### src/psr_cfg_consts.svh
`ifndef PSR_CFG_CONSTS_SVH
`define PSR_CFG_CONSTS_SVH

// ----------------------------------------------------------------------------
// Configuration register zero layout and reset value
// ----------------------------------------------------------------------------
`define PSR_CFG_RESET        16'h8f1f
`define PSR_CFG_NORMAL_BIT   15
`define PSR_CFG_DRIVE_MSB    14
`define PSR_CFG_DRIVE_LSB    12
`define PSR_CFG_RSVD_MSB     11
`define PSR_CFG_RSVD_LSB     8
`define PSR_CFG_LAT_MSB      7
`define PSR_CFG_LAT_LSB      4
`define PSR_CFG_FIXED_BIT    3
`define PSR_CFG_LEGACY_BIT   2
`define PSR_CFG_BLEN_MSB     1
`define PSR_CFG_BLEN_LSB     0

// ----------------------------------------------------------------------------
// Register space word address of configuration register zero
// ----------------------------------------------------------------------------
`define PSR_CR0_ADDR         32'h0000_0800

// ----------------------------------------------------------------------------
// Command-address framing, in link clock edges
// ----------------------------------------------------------------------------
`define PSR_CA_EDGES         8'h06
`define PSR_CA_RW_BIT        47
`define PSR_CA_SPACE_BIT     46
`define PSR_CA_LINEAR_BIT    45

// ----------------------------------------------------------------------------
// Initial latency codes and their clock counts
// ----------------------------------------------------------------------------
`define PSR_LAT_CODE_5       4'h0
`define PSR_LAT_CODE_6       4'h1
`define PSR_LAT_CODE_3       4'he
`define PSR_LAT_CODE_4       4'hf
`define PSR_LAT_CLK_3        8'h03
`define PSR_LAT_CLK_4        8'h04
`define PSR_LAT_CLK_5        8'h05
`define PSR_LAT_CLK_6        8'h06

// ----------------------------------------------------------------------------
// Wrap group length codes, in words
// ----------------------------------------------------------------------------
`define PSR_BLEN_128B        2'h0
`define PSR_BLEN_64B         2'h1
`define PSR_BLEN_16B         2'h2
`define PSR_BLEN_32B         2'h3
`define PSR_WORDS_128B       7'h40
`define PSR_WORDS_64B        7'h20
`define PSR_WORDS_16B        7'h08
`define PSR_WORDS_32B        7'h10

`endif

### src/psr_pkg.sv
package psr_pkg;

  // --------------------------------------------------------------------------
  // Configuration register zero as fields.
  // --------------------------------------------------------------------------
  typedef struct packed {
    logic       normalOp;
    logic [2:0] driveCode;
    logic [3:0] reserved;
    logic [3:0] latCode;
    logic       fixedLat;
    logic       legacyWrap;
    logic [1:0] burstLen;
  } psr_cfg_s;

  // --------------------------------------------------------------------------
  // Link transaction states.
  // --------------------------------------------------------------------------
  typedef enum logic [5:0] {
    ST_IDLE  = 6'b000001,
    ST_CA    = 6'b000010,
    ST_LAT   = 6'b000100,
    ST_WDATA = 6'b001000,
    ST_RDATA = 6'b010000,
    ST_DONE  = 6'b100000
  } psr_state_e;

endpackage

### src/psr_cfg_reg.sv
`timescale 1ns/1ps
`include "psr_cfg_consts.svh"

module psr_cfg_reg
  import psr_pkg::*;
#(
  parameter int ADDR_W = 32
) (
  input  wire logic              core_clk,
  input  wire logic              rstn,
  input  wire logic              linkCsN,
  input  wire logic              linkCk,
  input  wire logic [7:0]        linkDqIn,
  output logic      [7:0]        linkDqOut,
  output logic                   linkDqOe,
  input  wire logic              linkRwdsIn,
  output logic                   linkRwdsOut,
  output logic                   linkRwdsOe,
  input  wire logic              refreshReq,
  input  wire logic [15:0]       memRdData,
  output logic      [ADDR_W-1:0] memAddr,
  output logic                   memRd,
  output logic                   memWe,
  output logic      [15:0]       memWrData,
  output logic      [1:0]        memWrMask,
  output psr_cfg_s               cfgWord,
  output logic                   deepPowerDown
);

  // --------------------------------------------------------------------------
  // Pin synchronisers
  // --------------------------------------------------------------------------
  logic [10:0] syncA;
  logic [10:0] syncB;
  logic        ckPrev;
  logic        csPrev;

  // Two stages for every pin before any logic looks at it.
  always_ff @(posedge core_clk) begin
    if (!rstn) begin
      syncA  <= 11'h7ff;
      syncB  <= 11'h7ff;
      ckPrev <= 1'b1;
      csPrev <= 1'b1;
    end else begin
      syncA  <= {linkCsN, linkCk, linkRwdsIn, linkDqIn};
      syncB  <= syncA;
      ckPrev <= syncB[9];
      csPrev <= syncB[10];
    end
  end

  logic       csN;
  logic       ckEdge;
  logic       csFall;
  logic       csRise;
  logic       rwdsS;
  logic [7:0] dqS;

  // Edge detection on the synchronised link clock and chip select.
  assign csN    = syncB[10];
  assign rwdsS  = syncB[8];
  assign dqS    = syncB[7:0];
  assign ckEdge = !csN && (syncB[9] != ckPrev);
  assign csFall = !csN && csPrev;
  assign csRise = csN && !csPrev;

  // --------------------------------------------------------------------------
  // State and working registers
  // --------------------------------------------------------------------------
  psr_state_e        stateReg;
  psr_cfg_s          cfgReg;
  logic [39:0]       caReg;
  logic [47:0]       caFull;
  logic [7:0]        edgeCnt;
  logic              byteSel;
  logic              dblReg;
  logic              isRead;
  logic              isReg;
  logic              dpdTxn;
  logic [7:0]        hiByte;
  logic              hiMask;
  logic [7:0]        loByte;
  logic              advReg;
  logic              advDly;
  logic              seqLoad;
  logic [ADDR_W-1:0] seqAddr;
  logic [ADDR_W-1:0] caAddr;
  logic [ADDR_W-1:0] caAddrReg;
  logic              caLin;

  // Command decode from the six captured bytes.
  assign caFull = {caReg, dqS};
  assign caAddr = ADDR_W'({caFull[44:16], caFull[2:0]});

  logic [7:0]  latClk;
  logic [7:0]  latEdges;
  logic        regHit;
  logic [15:0] rdWord;
  logic        caLast;
  logic        latLast;
  logic        refreshSig;

  // Latency clocks from the code; reserved codes fall back to six.
  assign latClk = (cfgReg.latCode == `PSR_LAT_CODE_5) ? `PSR_LAT_CLK_5 :
                  (cfgReg.latCode == `PSR_LAT_CODE_3) ? `PSR_LAT_CLK_3 :
                  (cfgReg.latCode == `PSR_LAT_CODE_4) ? `PSR_LAT_CLK_4 : `PSR_LAT_CLK_6;
  // Two edges per clock, doubled when the strobe asked for two periods.
  assign latEdges   = dblReg ? 8'(latClk << 2) : 8'(latClk << 1);
  // Fixed mode always flags refresh; variable mode only when one is due.
  assign refreshSig = cfgReg.fixedLat | refreshReq;
  assign regHit     = (caAddrReg == ADDR_W'(`PSR_CR0_ADDR));
  assign rdWord     = isReg ? (regHit ? cfgReg : 16'h0000) : memRdData;
  assign caLast     = (edgeCnt == `PSR_CA_EDGES - 8'h01);
  assign latLast    = (edgeCnt == latEdges - 8'h01);

  // --------------------------------------------------------------------------
  // Transaction sequencer
  // --------------------------------------------------------------------------
  always_ff @(posedge core_clk) begin
    if (!rstn) begin
      stateReg    <= ST_IDLE;
      cfgReg      <= `PSR_CFG_RESET;
      caReg       <= 40'h00_0000_0000;
      caAddrReg   <= '0;
      caLin       <= 1'b0;
      edgeCnt     <= 8'h00;
      byteSel     <= 1'b0;
      dblReg      <= 1'b0;
      isRead      <= 1'b0;
      isReg       <= 1'b0;
      dpdTxn      <= 1'b0;
      hiByte      <= 8'h00;
      hiMask      <= 1'b0;
      loByte      <= 8'h00;
      advReg      <= 1'b0;
      seqLoad     <= 1'b0;
      linkDqOut   <= 8'h00;
      linkDqOe    <= 1'b0;
      linkRwdsOut <= 1'b0;
      linkRwdsOe  <= 1'b0;
      memWe       <= 1'b0;
      memWrData   <= 16'h0000;
      memWrMask   <= 2'h0;
    end else begin
      advReg  <= 1'b0;
      seqLoad <= 1'b0;
      memWe   <= 1'b0;
      if (csRise) begin
        stateReg   <= ST_IDLE;
        linkDqOe   <= 1'b0;
        linkRwdsOe <= 1'b0;
        if (dpdTxn) begin
          cfgReg.normalOp <= 1'b1;
        end
        dpdTxn <= 1'b0;
      end else begin
        case (stateReg)
          ST_IDLE: begin
            if (csFall) begin
              edgeCnt <= 8'h00;
              if (!cfgReg.normalOp) begin
                dpdTxn   <= 1'b1;
                stateReg <= ST_DONE;
              end else begin
                stateReg    <= ST_CA;
                dblReg      <= refreshSig;
                linkRwdsOe  <= 1'b1;
                linkRwdsOut <= refreshSig;
              end
            end
          end
          ST_CA: begin
            if (ckEdge) begin
              caReg   <= caFull[39:0];
              edgeCnt <= edgeCnt + 8'h01;
              if (caLast) begin
                isRead  <= caFull[`PSR_CA_RW_BIT];
                isReg   <= caFull[`PSR_CA_SPACE_BIT];
                // Address and burst type are held here, the shift register moves on.
                caAddrReg <= caAddr;
                caLin     <= caFull[`PSR_CA_LINEAR_BIT];
                edgeCnt <= 8'h00;
                byteSel <= 1'b0;
                seqLoad <= 1'b1;
                if (caFull[`PSR_CA_RW_BIT]) begin
                  linkRwdsOut <= 1'b0;
                  stateReg    <= ST_LAT;
                end else begin
                  linkRwdsOe <= 1'b0;
                  // Register writes carry no latency.
                  stateReg   <= caFull[`PSR_CA_SPACE_BIT] ? ST_WDATA : ST_LAT;
                end
              end
            end
          end
          ST_LAT: begin
            if (ckEdge) begin
              edgeCnt <= edgeCnt + 8'h01;
              if (latLast) begin
                stateReg <= isRead ? ST_RDATA : ST_WDATA;
              end
            end
          end
          ST_WDATA: begin
            if (ckEdge) begin
              byteSel <= !byteSel;
              if (!byteSel) begin
                hiByte <= dqS;
                hiMask <= rwdsS;
              end else if (isReg) begin
                // Both bytes load as one word, never masked.
                if (regHit) begin
                  cfgReg <= {hiByte, dqS};
                end
                stateReg <= ST_DONE;
              end else begin
                memWe     <= 1'b1;
                memWrData <= {hiByte, dqS};
                memWrMask <= {hiMask, rwdsS};
                advReg    <= 1'b1;
              end
            end
          end
          ST_RDATA: begin
            if (ckEdge) begin
              byteSel  <= !byteSel;
              linkDqOe <= 1'b1;
              if (!byteSel) begin
                linkDqOut   <= rdWord[15:8];
                loByte      <= rdWord[7:0];
                linkRwdsOut <= 1'b1;
              end else begin
                linkDqOut   <= loByte;
                linkRwdsOut <= 1'b0;
                advReg      <= !isReg;
              end
            end
          end
          ST_DONE: begin
            linkDqOe   <= 1'b0;
            linkRwdsOe <= 1'b0;
          end
          default: begin
            stateReg <= ST_IDLE;
          end
        endcase
      end
    end
  end

  // --------------------------------------------------------------------------
  // Memory side strobes and status outputs
  // --------------------------------------------------------------------------
  logic rdIssue;

  // Read request at the end of latency and after each word sent.
  assign rdIssue = (stateReg == ST_LAT) && ckEdge && latLast && isRead && !isReg;

  always_ff @(posedge core_clk) begin
    if (!rstn) begin
      advDly        <= 1'b0;
      memRd         <= 1'b0;
      memAddr       <= '0;
      cfgWord       <= `PSR_CFG_RESET;
      deepPowerDown <= 1'b0;
    end else begin
      advDly        <= advReg && isRead;
      memRd         <= rdIssue || advDly;
      memAddr       <= (memWe || rdIssue || advDly) ? seqAddr : memAddr;
      cfgWord       <= cfgReg;
      deepPowerDown <= !cfgReg.normalOp;
    end
  end

  // --------------------------------------------------------------------------
  // Burst address walker
  // --------------------------------------------------------------------------
  psr_burst_seq #(
    .ADDR_W (ADDR_W)
  ) u_seq (
    .core_clk  (core_clk),
    .rstn      (rstn),
    .load      (seqLoad),
    .startAddr (caAddrReg),
    .wrapped   (!caLin),
    .cfg       (cfgReg),
    .advance   (advReg),
    .addr      (seqAddr)
  );

endmodule

### src/psr_burst_seq.sv
`timescale 1ns/1ps
`include "psr_cfg_consts.svh"

module psr_burst_seq
  import psr_pkg::*;
#(
  parameter int ADDR_W = 32
) (
  input  wire logic              core_clk,
  input  wire logic              rstn,
  input  wire logic              load,
  input  wire logic [ADDR_W-1:0] startAddr,
  input  wire logic              wrapped,
  input  wire psr_cfg_s          cfg,
  input  wire logic              advance,
  output logic      [ADDR_W-1:0] addr
);

  logic [6:0]        cntReg;
  logic              linReg;
  logic [6:0]        grpWords;
  logic [ADDR_W-1:0] grpSize;
  logic [ADDR_W-1:0] mask;
  logic [ADDR_W-1:0] base;
  logic [ADDR_W-1:0] incWrap;
  logic              hybridJump;
  logic [ADDR_W-1:0] addrNext;

  // Group length in words from the burst length code.
  assign grpWords = (cfg.burstLen == `PSR_BLEN_128B) ? `PSR_WORDS_128B :
                    (cfg.burstLen == `PSR_BLEN_64B)  ? `PSR_WORDS_64B  :
                    (cfg.burstLen == `PSR_BLEN_16B)  ? `PSR_WORDS_16B  : `PSR_WORDS_32B;
  assign grpSize  = {{(ADDR_W-7){1'b0}}, grpWords};
  assign mask     = grpSize - {{(ADDR_W-1){1'b0}}, 1'b1};
  // Groups are aligned on word addresses.
  assign base     = addr & ~mask;
  assign incWrap  = base | ((addr + {{(ADDR_W-1){1'b0}}, 1'b1}) & mask);
  // Hybrid leaves the group after one full wrap, at the next group.
  assign hybridJump = !cfg.legacyWrap && !linReg && (cntReg == grpWords - 7'h01);
  assign addrNext = linReg ? addr + {{(ADDR_W-1){1'b0}}, 1'b1} :
                    hybridJump ? base + grpSize : incWrap;

  // Address walk; linear bursts never wrap.
  always_ff @(posedge core_clk) begin
    if (!rstn) begin
      addr   <= '0;
      cntReg <= 7'h00;
      linReg <= 1'b0;
    end else if (load) begin
      addr   <= startAddr;
      cntReg <= 7'h00;
      linReg <= !wrapped;
    end else if (advance) begin
      addr   <= addrNext;
      cntReg <= cntReg + 7'h01;
      if (hybridJump) begin
        linReg <= 1'b1;
      end
    end
  end

endmodule

### config.mk
export PLATFORM = sky130hd
export DESIGN_NAME = psr_cfg_reg
export DESIGN_NICKNAME = d
export VERILOG_FILES = /design/src/psr_pkg.sv /design/src/psr_cfg_reg.sv /design/src/psr_burst_seq.sv
export VERILOG_INCLUDE_DIRS = /design/src /design/src/src
export SDC_FILE = /design/constraint.sdc
export NUM_CORES = 1
export LEC_CHECK = 0
export BUFFER_PORTS_ARGS = -buffer_cell sky130_fd_sc_hd__clkbuf_2
export CORE_UTILIZATION = 59
export CTS_BUF_LIST = sky130_fd_sc_hd__clkbuf_16
export DETAILED_ROUTE_END_ITERATION = 10
export HOLD_SLACK_MARGIN = 0.08
export PLACE_DENSITY = 0.86
export SYNTH_ARGS = -nofsm -noshare
export SYNTH_HDL_FRONTEND = slang
export SYNTH_SLANG_ARGS = --single-unit
### constraint.sdc
create_clock -name core_clk -period 3.4 [get_ports core_clk]
set_input_delay 0 -clock core_clk [delete_from_list [all_inputs] [get_ports core_clk]]
set_output_delay 0 -clock core_clk [all_outputs]
set_load 0.05 [all_outputs]
; ---- Word level (Yosys, flattened, before mapping)
; Index checks and enable logic that the tools add are counted.
[totals]
regBits = 272
inputBits = 30
out_inout_bits = 80
word_cells = 223
[op_classes]
n_addsub = 7
eq_ne = 29
n_mux = 69
n_bitwise = 14
n_reduce_logical = 57
[op_table]
columns = operator, n
row1 = $mux 32, 4
row2 = $mux 16, 7
row3 = $and 32x32->32, 2
row4 = $mux 6, 9
row5 = $mux 8, 5
row6 = $add 32x1->32 const B, 1
row7 = $add 32x7->32, 1
row8 = $eq 32x12->1 const B, 1
row9 = $not 32->32, 1
row10 = $or 32x32->32, 1
row11 = $pmux 6 s5, 1
row12 = $mux 1, 27
row13 = $ne 2x2->1 const B, 12
row14 = $pmux 8 s3, 1
row15 = $reduce_and 6->1, 3
row16 = $reduce_bool 2->1, 9
row17 = $reduce_and 4->1, 4
row18 = $mux 5, 3
row19 = $reduce_and 5->1, 3
row20 = $mux 7, 2
row21 = $logic_and 1x1->1, 10
row22 = $not 1->1, 9
row23 = $reduce_and 3->1, 3
row24 = $reduce_and 9->1, 1
row25 = other kinds (35), 56

; ---- Logic depth before layout (Yosys ltp)
[depth]
depth_word = 12
depth_mapped = 14
depth_no_buf = 12

; ---- By module
; Synthesis repeated with hierarchy kept, for this count alone.
[unflattened]
cells_unflattened = 1514
area_unflattened_um2 = 12685.9
[modules_own_cells]
columns = mod, instances, cells_each, area_each_um2, seq_area_each_um2
row1 = psr_cfg_reg, 1, 1025, 9054.9, 4644.5
row2 = psr_burst_seq, 1, 489, 3631.0, 800.8

; ---- Worst setup path before layout
; No wires, ideal clock.
[synth_timing]
path_kind = register -> register
start = reg cfgReg[7] (netlist name)
end = reg memAddr[26]
setup_ns = 0.132
arrival_time_ns = 2.623
required_ns = 3.268
path_slack_ns = 0.646
stages_incl_launch_ff = 15
path_buffers = 2
synth_period_minus_slack_ns = 2.754
cell_sequence = dfxtp_1 > and3_1 > clkbuf_1 > o21ai_0 > o311ai_0 > ha_1 > xnor2_1 > o211ai_1 > a2bb2o_1 > nand4_1 > nor4_1 > nor3_2 > clkbuf_1 > nand3_1 > o21ai_0
[synth_via]
elab_chain_cells = 12
elab_cells_between_ends = 14
classes_between = add/sub: 1 / eq/ne: 3 / mux: 4 / reduce/logical: 6
[synth_lines]
columns = element, line
row1 = start: declaration, psr_cfg_reg.sv:72  ; psr_cfg_s cfgReg;
row2 = start signal: assignment, psr_cfg_reg.sv:123  ; cfgReg <= `PSR_CFG_RESET;
row3 = start signal: assignment, psr_cfg_reg.sv:214  ; cfgReg <= {hiByte, dqS};
row4 = $eq 4x4->1 (no source line), --
row5 = $mux 2 (no source line), --
row6 = $mux 3 (no source line), --
row7 = $mux 3 (no source line) (*), --
row8 = $mux 5 (*), psr_cfg_reg.sv:109  ; assign latEdges = dblReg ? 8'(latClk << 2) : 8'(latClk << 1);
row9 = $sub 5x1->6 (*), psr_cfg_reg.sv:115  ; assign latLast = (edgeCnt == latEdges - 8'h01);
row10 = $eq 8x8->1 (*), psr_cfg_reg.sv:115
row11 = $logic_and 1x1->1 (*) (3 in series), psr_cfg_reg.sv:258  ; assign rdIssue = (stateReg == ST_LAT) && ckEdge && latLast && isRead && !isReg;
row12 = $logic_or 1x1->1 (*) (2 in series), psr_cfg_reg.sv:270  ; memAddr <= (memWe || rdIssue || advDly) ? seqAddr : memAddr;
row13 = end signal: assignment, psr_cfg_reg.sv:270
row14 = end: declaration, psr_cfg_reg.sv:21  ; output logic [ADDR_W-1:0] memAddr,
; Mark *: on every way between the ends. The rest lies on a longest branch, timed or not.
; A chain may end at the register's enable or synchronous reset.

==> impl_metrics.csv <==
group,metric,value,unit
cts,cts_made_buffers,27,
critical_path,r2r_slack,0.22,ns
timing,timing_hold_violations_final,0,
synth,syn_inst,1490,
drt,num_vias,11400,
power_and_ir_drop,swShare,23.8,%
synth,avgSynthCellArea,7.93,um2
cts,cts_tree,"done",
cts,cts_hold_buffers,39,
cts,clk_pin_slew,0.07,ns
flow_run,drv_cap,0,
drt,wl_per_cell,17.7,um
synth,synth_nets,1528,
power_and_ir_drop,intPower,5.03,mW
power_and_ir_drop,power.switching,1.57,mW
die,rows,51,
timing,fmax,0.315,GHz
timing,period_share,93.5,%
cts,cts_sinks,272,
timing,hold_ws,0.137,ns
global_route,grt_pass1_vias,10800,
synth,ys_ff_latch,272,
power_and_ir_drop,p_per_area,477,nW/um2
die,core_area,19500,um2
global_route,antenna_found_initial,0,
drt,dr.pass1.iters,5,
synth,syn-cell-area,11800,um2
drt,routed_wl,33300,um
placement,place_congestion,1.01,
synth,yosys_warnings,0,
cts,postCtsSetupRepairBufs,0,
synth,async_flop_share,0,%
drt,drt_iter0_drc,1333,
cts,htreeDepth,1,
power_and_ir_drop,power.share.sequential,49.1,%
layout,fin_util,70.9,%
die,dieArea,20600,um2
cts,cts_root_buf,"clkbuf_16",
layout,layout-drive-gt1-share,13.0,%
timing,setup_viol,0,
power_and_ir_drop,p_clk_share,45.4,%
timing,worst_pin_slew,1.11,ns
timing,setup_tns,0,ns
power_and_ir_drop,comb_power_share,5.5,%
cts,clk_path_buf_depth,3,
critical_path,critPathArrivalTime,3.59,ns
cts,cts_resized,0,
critical_path,critical_path_class,"reg -> reg",
hold_path,hold_class,"in -> reg",
synth,ys_seq_area_share,46.1,%
global_route,gr-total-overflow,0,
placement,dp_hpwl,21300,um
layout,nets,1634,
hold_path,min_path_cells,6,
timing,maxSlewViolCount,0,
critical_path,cp-start-kind,"flop",
power_and_ir_drop,peakVddDrop,0.000387,V
placement,portBuffers,109,
timing,relSlewSlack,26.0,%
critical_path,endpoint_kind,"flop",
placement,dpl-instance-area,12600,um2
cts,insertion_delay,0.55,ns
layout,fin_area,13800,um2
drt,ant_nets,0,
synth,synth_ff_type,"dfxtp_1",
die,ios,110,
critical_path,worstRegToRegCells,11,
die,die_h,144,um
timing,grt_setup_unrepaired,"no",
critical_path,crit_fanout,5,
global_route,grt_max_degree,102,
global_route,grtUsageTotal,32.8,%
timing,finalClockSkew,0.0110,ns
synth,synth_edf_count,0,
die,start_util,60.5,%
layout,nFillCells,1528,
power_and_ir_drop,power.leakage,4.95,nW
timing,post-route-min-period,3.18,ns
synth,synth_cell_type_count,79,
outcome,status,"finished, final reports clean",
global_route,grt_pass1_wl,54000,um
layout,syn_to_final_growth,17.1,%
critical_path,crit_required,3.81,ns
drt,viasPerCell,6.08,
layout,diodes,0,
drt,drc_errors,0,
die,die_w,144,um
==> layout by cell type, fill, tap and decap left out, drive strengths merged, types with 4 or more instances in the layout <==
master       netlist  layout
clkinvlp           0       4
a22oi             13      13
dfxtp            272     272
nand3             92      92
a41o               4       4
xnor2             12      12
buf                9      32
o21ai             84      84
o211ai             9       9
o31ai             18      18
clkbuf            93     135
o22ai             12      12
a211oi             9       9
or3               10      10
inv               16      22
a31oi              9       9
nor2b             24      24
nor4              11      11
nand2            323     323
xor2              14      14
nor2              86      86
nand4             19      19
mux2i             13      13
and2              12      12
clkinv             1      11
ha                 7       7
nand2b            45      45
a21oi            169     169
or2                5       5
and3              12      12
dlygate4sd3        0      39
nor3              24      24
==> metrics by stage <==
| step | setup slack (ns) | power [mW] | std cells |
|---|---|---|---|
| floorplan | 0.646 | 3.55 | 1490 |
| global placement | 0.585 | 3.63 | 1793 |
| detailed placement | 0.437 | 3.63 | 1793 |
| CTS | 0.385 | 6.60 | 1882 |
| global route | 0.0358 | 6.78 | 1882 |
| finish | 0.223 | 6.61 | 1882 |
==> synthesized netlist by cell type, drive strengths merged, types with 16 or more instances <==
| master | n | area share, % |
|---|---|---|
| nand2 | 323 | 10 |
| dfxtp | 272 | 46 |
| a21oi | 169 | 7.2 |
| clkbuf | 93 | 3.0 |
| nand3 | 92 | 3.9 |
| nor2 | 86 | 2.8 |
| o21ai | 84 | 3.6 |
| nand2b | 45 | 2.4 |
| nor2b | 24 | 1.3 |
| nor3 | 24 | 1.1 |
| nand4 | 19 | 1.0 |
| o31ai | 18 | 1.1 |
| inv | 16 | 0.51 |
==> logic make-up after synthesis <==
kind of cell | share of synthesized area (%)
DFF | 46.1
adders and majority gates | 0.910
and+or+nand+nor | 26.6
AOI/OAI and AO/OA | 19.2
xor gates and xnor gates | 1.93
buffers and inverters | 3.94
muxes | 1.42
==> worst paths after layout <==
| check | end | start |
|---|---|---|
| setup / recovery | advReg | cfgReg[5] |
| hold / removal | linkDqOut[7] | memRdData[15] |
| setup reg to reg | advReg | cfgReg[5] |
| hold reg to reg | syncB[7] | syncA[7] |
==> layer usage <==
layer	up-vias	global-route usage [%]	share of wire, %
li1	5396	-	-
met1	5303	44.2	42
met2	647	53.0	45
met3	88	5.33	9.9
met4	0	11.6	2.9
met5	-	0	0
==> power groups by stage <==
stage	Combinational (mW)	Sequential (mW)	Clock (mW)
final	0.365	3.24	3.00
after global routing	0.392	3.25	3.14
after CTS	0.354	3.24	3.00
after detailed placement	0.318	3.31	0
after global placement	0.313	3.31	0
after floorplan	0.221	3.33	0
==> critical path, stage by stage, from the launching register on <==
cell,delay [ns]
dfxtp_1,0.34
nor3_1,0.45
o21ai_1,0.21
ha_1,0.27
xnor2_1,0.14
o211ai_1,0.09
a2bb2o_1,0.33
a41oi_2,0.38
nor2_1,0.18
nor2b_1,0.27
nor2_1,0.07
nor4_1,0.32
==> cell type report <==
| cell class | count | area (um2) | area share [%] |
|---|---|---|---|
| Tap cell | 265 | 332 | 2.40 |
| Inverter | 17 | 66.3 | 0.479 |
| Sequential cell | 272 | 5450 | 39.4 |
| Clock inverter | 23 | 205 | 1.48 |
| Multi-Input combinational cell | 1099 | 5930 | 42.9 |
| Timing Repair Buffer | 179 | 1180 | 8.55 |
| Clock buffer | 27 | 676 | 4.88 |
(Power assumes the default switching activity.)
